`config.mk`:
```
export PLATFORM = sky130hd
export DESIGN_NAME = sswb_bank
export DESIGN_NICKNAME = d
export VERILOG_FILES = /design/src/sswb_pkg.sv /design/src/sswb_bank.sv /design/src/sswb_channel_select.sv /design/src/sswb_read_mux.sv
export SDC_FILE = /design/constraint.sdc
export NUM_CORES = 1
export LEC_CHECK = 0
export BUFFER_PORTS_ARGS = -buffer_cell sky130_fd_sc_hd__clkbuf_2
export CAP_MARGIN = 20
export CORE_MARGIN = 4
export CORE_UTILIZATION = 40
export CTS_CLUSTER_DIAMETER = 120
export DETAILED_ROUTE_END_ITERATION = 12
export HOLD_SLACK_MARGIN = 0.03
export PLACE_DENSITY = 0.9
export SYNTH_ARGS = -nofsm -noshare
export SYNTH_HDL_FRONTEND = slang
export SYNTH_HIERARCHICAL = 1
export SYNTH_SLANG_ARGS = --single-unit
```
`constraint.sdc`:
```
create_clock -name core_clk -period 1.55 [get_ports core_clk]
set_clock_uncertainty 0.05 [all_clocks]
set_input_delay 0.155 -clock core_clk [delete_from_list [all_inputs] [get_ports core_clk]]
set_output_delay 0.155 -clock core_clk [all_outputs]
set_load 0.05 [all_outputs]
```
`src/sswb_pkg.sv`:
```
// Purpose: constants for the supply status and warning bank
// Assumes: byte-wide register port, 8-bit addresses
// Notes:   offsets are byte addresses on the management bus
package sswb_pkg;

  localparam int unsigned ADDR_W   = 8;
  localparam int unsigned DATA_W   = 8;
  localparam int unsigned MID_N    = 4;
  localparam int unsigned DUAL_N   = 5;

  localparam logic [7:0] OFS_OVERVOLTAGE_FLAGS_LOW   = 8'hE2;
  localparam logic [7:0] OFS_OVERVOLTAGE_FLAGS_HIGH  = 8'hE3;
  localparam logic [7:0] OFS_UNDERVOLTAGE_FLAGS_LOW  = 8'hE4;
  localparam logic [7:0] OFS_UNDERVOLTAGE_FLAGS_HIGH = 8'hE5;
  localparam logic [7:0] OFS_ADC_LIMIT_FLAGS_LOW     = 8'hE6;
  localparam logic [7:0] OFS_ADC_LIMIT_FLAGS_HIGH    = 8'hE7;
  localparam logic [7:0] OFS_INPUT_LEVEL_FLAGS       = 8'hE8;

  localparam logic [7:0] RESET_READ_DATA = 8'h00;
  localparam logic       RESET_WARNING   = 1'b0;

  localparam int unsigned POS_PRIMARY_LSB = 0;
  localparam int unsigned POS_DUAL_LSB    = 5;

endpackage : sswb_pkg

```
`src/sswb_bank.sv`:
```
// Purpose: live supply status registers and aggregated warning
// Assumes: inputs synchronous to core_clk; byte register read/write port
// Notes:   registered read data, one cycle after the read strobe
//
// Summary of operation
// - warning is OR of all limit results and active secondary warnings
// - secondary warnings count only when dual-function pin is digital input
// - reads return live values, nothing latched
// - over-low bits 0-4 are primary over flags of mid and high inputs
// - over-low bits 5-7 dual detector or mid 1-3 secondary over warning
// - over-high bit0 dual4 or mid4, bit1 dual5 or high warning
// - under-low bits 0-4 are primary under flags of mid and high inputs
// - under-low bits 5-7 dual detector or mid 1-3 secondary under warning
// - under-high bit0 dual4 or mid4, bit1 dual5 or high warning
// - limit-low holds eight channel limit results, sense setting one
// - limit-high bits 0-1 hold dual 4 and 5 limit results
// - level register bits 0-4 are conditioned dual-function levels
// - unusable upper bits are not to be relied on
`timescale 1ns/1ps
`default_nettype none
module sswb_bank #(
  parameter int unsigned MID_N  = sswb_pkg::MID_N,
  parameter int unsigned DUAL_N = sswb_pkg::DUAL_N
) (
  // clock and reset
  input  wire logic              core_clk,
  input  wire logic              reset,
  // register port
  input  wire logic [7:0]        reg_addr,
  input  wire logic              reg_read,
  input  wire logic              reg_write,
  input  wire logic [7:0]        reg_wdata,
  output logic      [7:0]        reg_rdata,
  output logic                   reg_rvalid,
  output logic                   reg_hit,
  // primary detectors: mid inputs 1-4 then high input
  input  wire logic [4:0]        primary_over_flag,
  input  wire logic [4:0]        primary_under_flag,
  // secondary warnings: mid inputs 1-4 then high input
  input  wire logic [4:0]        secondary_over_warn,
  input  wire logic [4:0]        secondary_under_warn,
  // dual-function inputs 1-5
  input  wire logic [4:0]        dual_over_flag,
  input  wire logic [4:0]        dual_under_flag,
  input  wire logic [4:0]        dual_is_digital,
  input  wire logic [4:0]        conditioned_level,
  // adc limit results
  input  wire logic [7:0]        limit_sense1_result,
  input  wire logic [1:0]        limit_sense2_result,
  // to sequence_controller
  output logic                   sequence_controller_warning
);

  wire logic [4:0] sel_over;
  wire logic [4:0] sel_under;
  wire logic [4:0] warn_over;
  wire logic [4:0] warn_under;
  wire logic [7:0] ov_low;
  wire logic [7:0] uv_low;
  wire logic [7:0] next_rdata;
  wire logic       next_hit;
  wire logic       next_warning;

  genvar g;
  generate
    for (g = 0; g < DUAL_N; g++) begin : g_ch
      sswb_channel_select u_ov (
        .is_digital     (dual_is_digital[g]),
        .detector_flag  (dual_over_flag[g]),
        .secondary_flag (secondary_over_warn[g]),
        .status_bit     (sel_over[g]),
        .warn_bit       (warn_over[g])
      );
      sswb_channel_select u_uv (
        .is_digital     (dual_is_digital[g]),
        .detector_flag  (dual_under_flag[g]),
        .secondary_flag (secondary_under_warn[g]),
        .status_bit     (sel_under[g]),
        .warn_bit       (warn_under[g])
      );
    end
  endgenerate

  assign ov_low = {sel_over[2:0], primary_over_flag};
  assign uv_low = {sel_under[2:0], primary_under_flag};

  assign next_warning = (|limit_sense1_result) | (|limit_sense2_result)
                      | (|warn_over) | (|warn_under);

  sswb_read_mux u_mux (
    .addr     (reg_addr),
    .ov_low   (ov_low),
    .ov_high  (sel_over[4:3]),
    .uv_low   (uv_low),
    .uv_high  (sel_under[4:3]),
    .lim_low  (limit_sense1_result),
    .lim_high (limit_sense2_result),
    .levels   (conditioned_level),
    .data     (next_rdata),
    .hit      (next_hit)
  );

  always_ff @(posedge core_clk) begin
    if (reset) begin
      reg_rdata   <= sswb_pkg::RESET_READ_DATA;
      reg_rvalid  <= 1'b0;
      reg_hit     <= 1'b0;
      sequence_controller_warning <= sswb_pkg::RESET_WARNING;
    end else begin
      reg_rvalid  <= reg_read;
      reg_hit     <= reg_read & next_hit;
      sequence_controller_warning <= next_warning;
      if (reg_read) begin
        reg_rdata <= next_rdata;
      end
    end
  end

endmodule : sswb_bank
`default_nettype wire

```
`src/sswb_channel_select.sv`:
```
// Purpose: picks detector result or secondary warning for one dual-function channel
// Assumes: inputs synchronous to core_clk
// Notes:   secondary warning only counts while the pin is a digital input
`timescale 1ns/1ps
`default_nettype none
module sswb_channel_select (
  // mode
  input  wire logic is_digital,
  // sources
  input  wire logic detector_flag,
  input  wire logic secondary_flag,
  // results
  output wire logic status_bit,
  output wire logic warn_bit
);
  assign warn_bit   = is_digital & secondary_flag;
  assign status_bit = is_digital ? secondary_flag : detector_flag;
endmodule : sswb_channel_select
`default_nettype wire

```
`src/sswb_read_mux.sv`:
```
// Purpose: read data decode for the status registers
// Assumes: one byte register per address
// Notes:   unmapped and reserved bits read zero
`timescale 1ns/1ps
`default_nettype none
module sswb_read_mux (
  // address
  input  wire logic [7:0] addr,
  // register images
  input  wire logic [7:0] ov_low,
  input  wire logic [1:0] ov_high,
  input  wire logic [7:0] uv_low,
  input  wire logic [1:0] uv_high,
  input  wire logic [7:0] lim_low,
  input  wire logic [1:0] lim_high,
  input  wire logic [4:0] levels,
  // result
  output logic      [7:0] data,
  output logic            hit
);
  always_comb begin
    hit  = 1'b1;
    data = sswb_pkg::RESET_READ_DATA;
    case (addr)
      sswb_pkg::OFS_OVERVOLTAGE_FLAGS_LOW:   data = ov_low;
      sswb_pkg::OFS_OVERVOLTAGE_FLAGS_HIGH:  data = {6'h00, ov_high};
      sswb_pkg::OFS_UNDERVOLTAGE_FLAGS_LOW:  data = uv_low;
      sswb_pkg::OFS_UNDERVOLTAGE_FLAGS_HIGH: data = {6'h00, uv_high};
      sswb_pkg::OFS_ADC_LIMIT_FLAGS_LOW:     data = lim_low;
      sswb_pkg::OFS_ADC_LIMIT_FLAGS_HIGH:    data = {6'h00, lim_high};
      sswb_pkg::OFS_INPUT_LEVEL_FLAGS:       data = {3'h0, levels};
      default:                               hit  = 1'b0;
    endcase
  end
endmodule : sswb_read_mux
`default_nettype wire

```
# == Yosys cells after proc, flatten, opt, wreduce, memory -nomap -nowiden ==
# Cells that the tools add are included.
# classes
eq_ne,7
n_mux,12
bitwise,14
n_reduce_logical,5
# op_table
op,count
$eq 8x8->1 const B,7
$pmux 8 s7,1
$and 1x1->1,11
$mux 1,11
$reduce_or 5->1,2
$reduce_or 8->1,1
$reduce_or 7->1,1
$or 1x1->1,3
$reduce_or 2->1,1
# totals
reg_bits,11
wordCells,42

# == Depth between registers and ports, before layout ==
# Gate-level depths: netlist (run 1).
# depth
depth_word,4
mapped_depth,7
depth_no_buf,6

# == By module ==
# The synthesis (run 1) kept the hierarchy.
# modules_own_cells
module,instances,cells_each,area_each_um2,seq_area_each_um2
sswb_read_mux,1,50,415.4,0.0
sswb_bank,1,38,410.4,220.2
sswb_channel_select,10,2,22.5,0.0

# == Worst setup path before layout (run 1) ==
# Ideal clock, no wire load.
# synth_path
kind,in2reg
from,input reg_addr[2]
to,register reg_rdata[2]
arrival_ns,1.134
required_ns,1.435
setup_slack_ns,0.300
cell_stages,6
n_path_buf,1
path_cell_list,buf_6 > or4b_4 > nor2_4 > o2bb2ai_1 > mux2i_1 > nor2_1
# synth_via
elab_chain_len,2
word_cells_on_any_way,8
classes_between,7 x eq/ne; 1 x mux
# synth_lines
item,line_no,rtl
from (decl),sswb_bank.sv:29,"input wire logic [7:0] reg_addr,"
$eq 8x8->1,sswb_read_mux.sv:24,case (addr)
$pmux 8 s7 *,sswb_read_mux.sv:24,
via next_rdata[2],sswb_bank.sv:60,wire logic [7:0] next_rdata;
to (signal assigned),sswb_bank.sv:105,reg_rdata <= sswb_pkg::RESET_READ_DATA;
to (signal assigned),sswb_bank.sv:114,reg_rdata <= next_rdata;
to (decl),sswb_bank.sv:33,"output logic [7:0] reg_rdata,"
# The timed path passes the listed nets; every way through them passes the cells marked *.
# A chain may end at the register's enable or synchronous reset.

# == Final worst setup path (run 1) ==
# layout_path
from,input dual_is_digital[4]
to,register reg_rdata[1]
# layout_via
elab_chain_len,2
word_cells_on_any_way,3
classes_between,3 x mux
# layout_lines
item,line_no,rtl
from (decl),sswb_bank.sv:45,"input wire logic [4:0] dual_is_digital,"
$mux 1,sswb_channel_select.sv:17,assign status_bit = is_digital ? secondary_flag : detector_flag;
via sel_over[4],sswb_bank.sv:54,wire logic [4:0] sel_over;
$pmux 8 s7,sswb_read_mux.sv:24,
via next_rdata[1],sswb_bank.sv:60,
# The timed path passes the listed nets, and every way through them passes these cells.

==> results of run 1 <==
## power groups by stage
stage	Combinational (mW)	Clock [mW]	Sequential, mW
6_report	0.262	0.199	0.287
5_1_grt	0.284	0.218	0.288
4_1_cts	0.264	0.201	0.287
3_5_place_dp	0.263	0	0.294
3_3_place_gp	0.256	0	0.294
2_1_floorplan	0.133	0	0.306
## worst max-delay path, cell delays in order
cell and delay, ns:
sky130_fd_sc_hd__clkbuf_2 0.13, sky130_fd_sc_hd__mux2_4 0.30, sky130_fd_sc_hd__mux2i_1 0.12, sky130_fd_sc_hd__o211ai_1 0.11, sky130_fd_sc_hd__a22o_1 0.26, sky130_fd_sc_hd__mux2i_1 0.14, sky130_fd_sc_hd__nor2_1 0.06
## flip-flops by register name (all words and copies together), names as in the netlist
name and cells:
reg_rvalid 1, reg_rdata 8, reg_hit 1, sequence_controller_warning 1
## kinds of logic (layout without fill, tap and decap cells)
kind of cell           Yosys count  count (layout)  synth area share, %
buffers and inverters            6              79                 4.17
and+or+nand+nor                 50              50                 34.0
muxes                           23              23                 27.0
AOI/OAI and AO/OA               18              18                 13.8
DFF                             11              11                 21.0
## stage by stage
stage / util, % / setup slack (ns) / hold WS (ns) / power [mW]
finish: 58.3 / 0.378 / 0.167 / 0.748
global route: 58.3 / 0.321 / 0.179 / 0.789
floorplan: - / 0.300 / 0.298 / 0.439
detailed placement: 57.2 / 0.0956 / 0.435 / 0.557
CTS: 58.3 / 0.372 / 0.169 / 0.752
global placement: 57.2 / 0.124 / 0.425 / 0.550
## worst paths after layout
kind	startpoint	to	depth (start not counted)
worst min-delay path	reset	reg_rdata[3]	2
worst max-delay path	dual_is_digital[4]	reg_rdata[1]	7
worst max register to register	reg_rdata[0]	reg_rdata[0]	2
worst min register to register	reg_rdata[4]	reg_rdata[4]	2
## layout by cell type, fill, tap and decap left out, drive strengths merged
cell type	netlist	final
dfxtp	11	11
clkbuf	1	75
nor2	14	14
mux2	13	13
or3	1	1
nand2b	3	3
o211ai	4	4
nor4	5	5
buf	5	4
a22oi	3	3
and2	12	12
or4b	1	1
a22o	2	2
o2bb2ai	3	3
nand2	1	1
a31oi	1	1
and3	1	1
mux2i	10	10
o21bai	1	1
a222oi	3	3
nor2b	3	3
nand4bb	4	4
a21oi	1	1
nand4b	5	5
## layer usage
metal,GRT usage (%),part of all wire [%]
met1,18.1,36
met2,33.5,54
met3,3.92,9.0
met4,4.21,0.82
met5,0,0
## final cells by class
cell class | count | area (um2)
Clock buffer | 4 | 26.3
Timing Repair Buffer | 75 | 385
Tap cell | 30 | 37.5
Sequential cell | 11 | 220
Multi-Input combinational cell | 91 | 787
Fill cell | 229 | 1040
==> implementation parameters, run 1 <==
Parameter                              Value

Yosys
  Count of synthesis-stage warnings from yosys    6
  Most used standard cell by instance count after synthesis    sky130_fd_sc_hd__nor2_1
  Count of flip-flops with a built-in enable after synthesis    0
  Leading area contributor after synthesis    sky130_fd_sc_hd__dfxtp_1
  Area of the mapped netlist    about 0.0011 mm2
  Number of standard cells after synthesis    around 110
  Flip-flop and latch count after synthesis    11
  Count of unique library cells instantiated by Yosys    32
  Largest cells by area after synthesis    sky130_fd_sc_hd__dfxtp_1 21%, sky130_fd_sc_hd__mux2_4 14%, sky130_fd_sc_hd__mux2i_1 9.5%
  Post-synth top area share    between 20% and 30%
  Async set or reset register ratio after synthesis    0%
  Mean area per synthesized cell    roughly 9.7 um2
  Top cell types by occurrence after synthesis    13 x sky130_fd_sc_hd__nor2_1, 11 x sky130_fd_sc_hd__dfxtp_1, 10 x sky130_fd_sc_hd__and2_2, 10 x sky130_fd_sc_hd__mux2_4, 10 x sky130_fd_sc_hd__mux2i_1
  Main synth FF type    sky130_fd_sc_hd__dfxtp_1
  Syn_nets    between 150 and 200
  Part of the Yosys area used for sequential elements    21.0%

STA
  Number of slew-limit violations in the final report    0
  Unrepaired setup endpoints after global routing    false
  Final-report setup violation count    0
  Final TNS setup    0 ns
  Pin slew with the least headroom to its limit    0.318 ns
  Time the final worst path needs with I/O delays and setup    1.17 ns
  Number of failing hold endpoints at the final stage    0
  Max frequency    0.853 GHz
  Fraction of the cycle the final worst path needs    75.6%
  Remaining max-slew budget at the tightest pin    78.6%

Floorplan
  Starting density of the core    about 42%
  Vertical extent of the die    ~60 um
  Num rows    18
  Die Wd    59.3 um
  Top-level port count    81
  Core region area    0.00250 mm2
  Die area    between 0.003 and 0.004 mm2

Critical path
  Crit-path max FO    4
  Data required, critical path    1.65 ns
  Worst Path Arrival    around 1.3 ns
  Reg2reg setup slack    roughly 0.89 ns
  Element type at the critical path end    flip-flop
  Type of the worst setup path    in2reg
  Kind of start point of the critical path    input pin

CTS
  CTS clock-pin slew for the worst setup and hold paths    around 0.080 ns
  Later-pin clock latency in the skew report    0.26 ns
  CTS-repair resized insts    0
  H-Tree Depth    1
  Count of hold buffers inserted by post-cts repair    0
  Clock buffer depth    2
  TritonCTS clock tree    yes
  # clock sinks    11
  Cts bufs inserted    3
  Clock Tree Root    sky130_fd_sc_hd__clkbuf_4
  Post CTS Setup Buffer Count    0

Drt
  Count of unresolved DRC violations after routing    0
  Post-route ant nets    0
  Via-to-Cell Ratio    around 5.5
  Via count    roughly 1,200
  Detailed Route Iter0 Violations    21
  Final WL    a little under 3 mm
  Router iterations before antenna repair    4
  Routed wirelength normalized by instance count    approximately 14 um

Cells and area
  Area growth, synth to finish    38.6%
  # diodes    0
  Layout cell share with drive strength beyond 1    a little under three fifths
  Final net count    252
  Finished Cell Area    around 0.0015 mm2
  Final Non-Filler Cells    roughly 210

Pwr
  Switching power share of the total    between 20% and 30%
  Clk network pwr share    a little over a quarter
  Static leakage power    roughly 0.73 nW
  Share of total power in sequential cells    a little under two fifths
  Worst vdd ir    between 0.3 and 0.4 mV
  Internal power    0.532 mW
  Logic gate share of total power    35.0%
  Switching power    0.216 mW
  Cell area power density    roughly 500 mW/mm2

GRT
  Via count of the first global-routing pass    around 1,100
  Number of antenna violations at the first check in global routing    0
  Grt ovf    0
  Tot GR Track Use    17.2%
  Largest net degree at the start of global routing    15
  Global-route wire length before repair    between 4 and 5 mm

Placement
  Count of input and output buffers    roughly 70
  Number of placed instances, taps included    approximately 210
  Placed cell area    roughly 0.0014 mm2
  DP Wirelength    2.56 mm
  Global placement routability congestion    between 0.7 and 0.8

Hold path
  Worst hold-check path type    in2reg

Job
  Max Cap Violations    0

Run status
  Result of the run    finished, final reports clean
(Power assumes the default switching activity.)
==> run 2: changes to the inputs <==
==> constraint.sdc (replaced) <==
create_clock -name core_clk -period 1.2 [get_ports core_clk]
set_clock_uncertainty 0.05 [all_clocks]
set_input_delay 0.12 -clock core_clk [delete_from_list [all_inputs] [get_ports core_clk]]
set_output_delay 0.12 -clock core_clk [all_outputs]
set_load 0.05 [all_outputs]
==> run 2 against run 1 <==
Effect of this change: hold slack lost 0.032 ns; combinational power grew 39%; worst setup slack lost 0.33 ns; global-route usage grew 0.16 points; non-clock buffer count grew 10; largest power group unchanged; final cell count grew 4.7%; via count grew 2.7%.
==> implementation parameters, run 2 (synthesized netlist as in run 1, its figures left out) <==
Parameter                              Value

Placement
  DP Wirelength    2.61 mm (was 2.56 mm)
  Count of input and output buffers    71 (unchanged)
  Number of placed instances, taps included    217 (was 207)
  Pre-CTS setup slack    -0.212 ns (was 0.0956 ns)
  Placed cell area    0.00151 mm2 (was 0.00143 mm2)
  Global placement routability congestion    0.796 (was 0.766)

CTS
  Clock Tree Root    sky130_fd_sc_hd__clkbuf_4 (unchanged)
  CTS clock-pin slew for the worst setup and hold paths    0.07 ns (was 0.08 ns)
  Count of hold buffers inserted by post-cts repair    0 (unchanged)
  Cts bufs inserted    3 (unchanged)
  TritonCTS clock tree    yes (unchanged)
  H-Tree Depth    1 (unchanged)
  Post CTS Setup Buffer Count    0 (unchanged)
  # clock sinks    11 (unchanged)
  Later-pin clock latency in the skew report    0.26 ns (about the same)
  Clock buffer depth    2 (unchanged)

Critical path
  Worst Path Arrival    1.25 ns (was 1.27 ns)
  CP max stage delay    0.29 ns (was 0.30 ns)
  Kind of start point of the critical path    input pin (unchanged)
  Critical Path Slowest Stage Cell    sky130_fd_sc_hd__mux2_4 (unchanged)
  Type of the worst setup path    in2reg (unchanged)
  Crit path cell chain    clkbuf_2 > mux2_4 > mux2_2 > a22oi_1 > nor2_1 > mux2i_1 > nor2_1 (was clkbuf_2 > mux2_4 > mux2i_1 > o211ai_1 > a22o_1 > mux2i_1 > nor2_1)
  Element type at the critical path end    flip-flop (unchanged)
  Crit-path max FO    2 (was 4)
  Library cell appearing most often on the critical path    sky130_fd_sc_hd__nor2_1 (was sky130_fd_sc_hd__mux2i_1)
  Data required, critical path    1.30 ns (was 1.65 ns)

Cells and area
  Finished Cell Area    0.00154 mm2 (was 0.00146 mm2)
  Final net count    262 (was 252)
  Final Util    61.4% (was 58.3%)
  Register containing the most flip-flops in the final layout    reg_rdata (unchanged)
  # diodes    0 (unchanged)
  Final Non-Filler Cells    221 (was 211)
  Area growth, synth to finish    46.1% (was 38.6%)
  Highest-count cells in the layout ignoring fill and taps    71 x sky130_fd_sc_hd__clkbuf_2, 13 x sky130_fd_sc_hd__nor2_1, 13 x sky130_fd_sc_hd__buf_4 (was 71 x sky130_fd_sc_hd__clkbuf_2, 13 x sky130_fd_sc_hd__nor2_1, 11 x sky130_fd_sc_hd__dfxtp_1)
  Most common cell after layout, fill and taps aside    sky130_fd_sc_hd__clkbuf_2 (unchanged)
  Flip-flop count of the largest register after layout    8 (unchanged)
  Layout cell share with drive strength beyond 1    59.2% (was 56.9%)

STA
  Number of failing hold endpoints at the final stage    0 (unchanged)
  Final TNS setup    0 ns (unchanged)
  Number of slew-limit violations in the final report    0 (unchanged)
  Remaining max-slew budget at the tightest pin    79.2% (was 78.6%)
  Max frequency    approximately 0.87 GHz
  Pin slew with the least headroom to its limit    0.310 ns (was 0.318 ns)
  Final setup slack of the worst path    0.0484 ns (was 0.378 ns)
  Final-report setup violation count    0 (unchanged)
  Fraction of the cycle the final worst path needs    between 90% and 100%
  Time the final worst path needs with I/O delays and setup    1.15 ns
  Hold Worst Slack    0.135 ns (was 0.167 ns)
  Unrepaired setup endpoints after global routing    false (unchanged)

Pwr
  Worst vdd ir    0.733 mV (was 0.315 mV)
  Logic gate share of total power    37.2% (was 35.0%)
  Switching power    0.271 mW (was 0.216 mW)
  Clk network pwr share    24.9% (was 26.7%)
  Overall power consumption    0.979 mW (was 0.748 mW)
  Internal power    0.708 mW (was 0.532 mW)
  Share of total power in sequential cells    37.9% (was 38.4%)
  Switching power share of the total    27.7% (was 28.9%)
  Cell area power density    638 mW/mm2 (was 514 mW/mm2)
  Static leakage power    0.782 nW (was 0.734 nW)

Floorplan
  Starting density of the core    42.0% (unchanged)
  Core region area    0.00250 mm2 (unchanged)
  Die area    0.00351 mm2 (unchanged)
  Top-level port count    81 (unchanged)
  Die Wd    59.3 um (unchanged)
  Num rows    18 (unchanged)
  Vertical extent of the die    59.3 um (unchanged)

Run status
  Result of the run    finished, final reports clean (unchanged)

Drt
  Post-route ant nets    0 (unchanged)
  Count of unresolved DRC violations after routing    0 (unchanged)
  Via-to-Cell Ratio    5.37 (was 5.47)
  Via count    1,186 (was 1,155)
  Detailed Route Iter0 Violations    31 (was 21)
  Router iterations before antenna repair    4 (unchanged)
  Final WL    2.97 mm (was 2.93 mm)
  Routed wirelength normalized by instance count    13.4 um (was 13.9 um)

Hold path
  Worst hold-check path type    in2reg (unchanged)

GRT
  Tot GR Track Use    17.3% (was 17.2%)
  Via count of the first global-routing pass    1,139 (was 1,136)
  Global-route wire length before repair    4.77 mm (was 4.65 mm)
  Grt ovf    0 (unchanged)
  Number of antenna violations at the first check in global routing    0 (unchanged)
  Largest net degree at the start of global routing    15 (unchanged)

Job
  Max Cap Violations    0 (unchanged)
[run 2: cell count changes in the layout (fill, tap and decap cells not counted)]
cell / previous run / this run
sky130_fd_sc_hd__buf_6: 0 / 1
sky130_fd_sc_hd__buf_4: 4 / 13
[run 2: worst max-delay path: cells and delay by family]
kind	cells	cell delay (ns)
mux	3	0.70
simple gates	2	0.13
compound gates	1	0.20
buf+inv	1	0.10
[run 2: repair_timing]
action / CTS / global route
gates resized for setup: 0 / 1
hold endpoints to repair: 0 / 0
endpoints found under the setup margin: 0 / 1
[run 2: layout make-up]
type	count	area (um2)
fillers	210	965
multi-input cells	91	787
repair buffers	85	464
flip-flops and latches	11	220
well taps	30	37.5
clock buffers	4	26.3
[run 2: path summary, 6_finish.rpt]
check | slack (ns) | to | depth (start not counted) | start
max | 0.05 | reg_rdata[6] | 7 | dual_is_digital[1]
min | 0.14 | reg_rvalid | 2 | reset
max reg2reg | 0.53 | reg_rdata[6] | 2 | reg_rdata[6]
min reg2reg | 0.46 | reg_rdata[1] | 2 | reg_rdata[1]
[run 2: power groups by stage]
stage                     clock [mW]  combinational (mW)  sequential [mW]
after CTS                      0.254               0.363            0.371
after global placement             0               0.356            0.380
final                          0.244               0.364            0.371
after detailed placement           0               0.363            0.379
after floorplan                    0               0.171            0.395
after global routing           0.280               0.395            0.371
[run 2: layer usage]
metal / vias to the layer above / GRT usage [%] / routed length [um]
li1: 582 / - / -
met1: 543 / 20.9 / 1140
met2: 59 / 30.7 / 1560
met3: 2 / 4.58 / 248
met4: 0 / 3.24 / 14
met5: - / 0 / 0
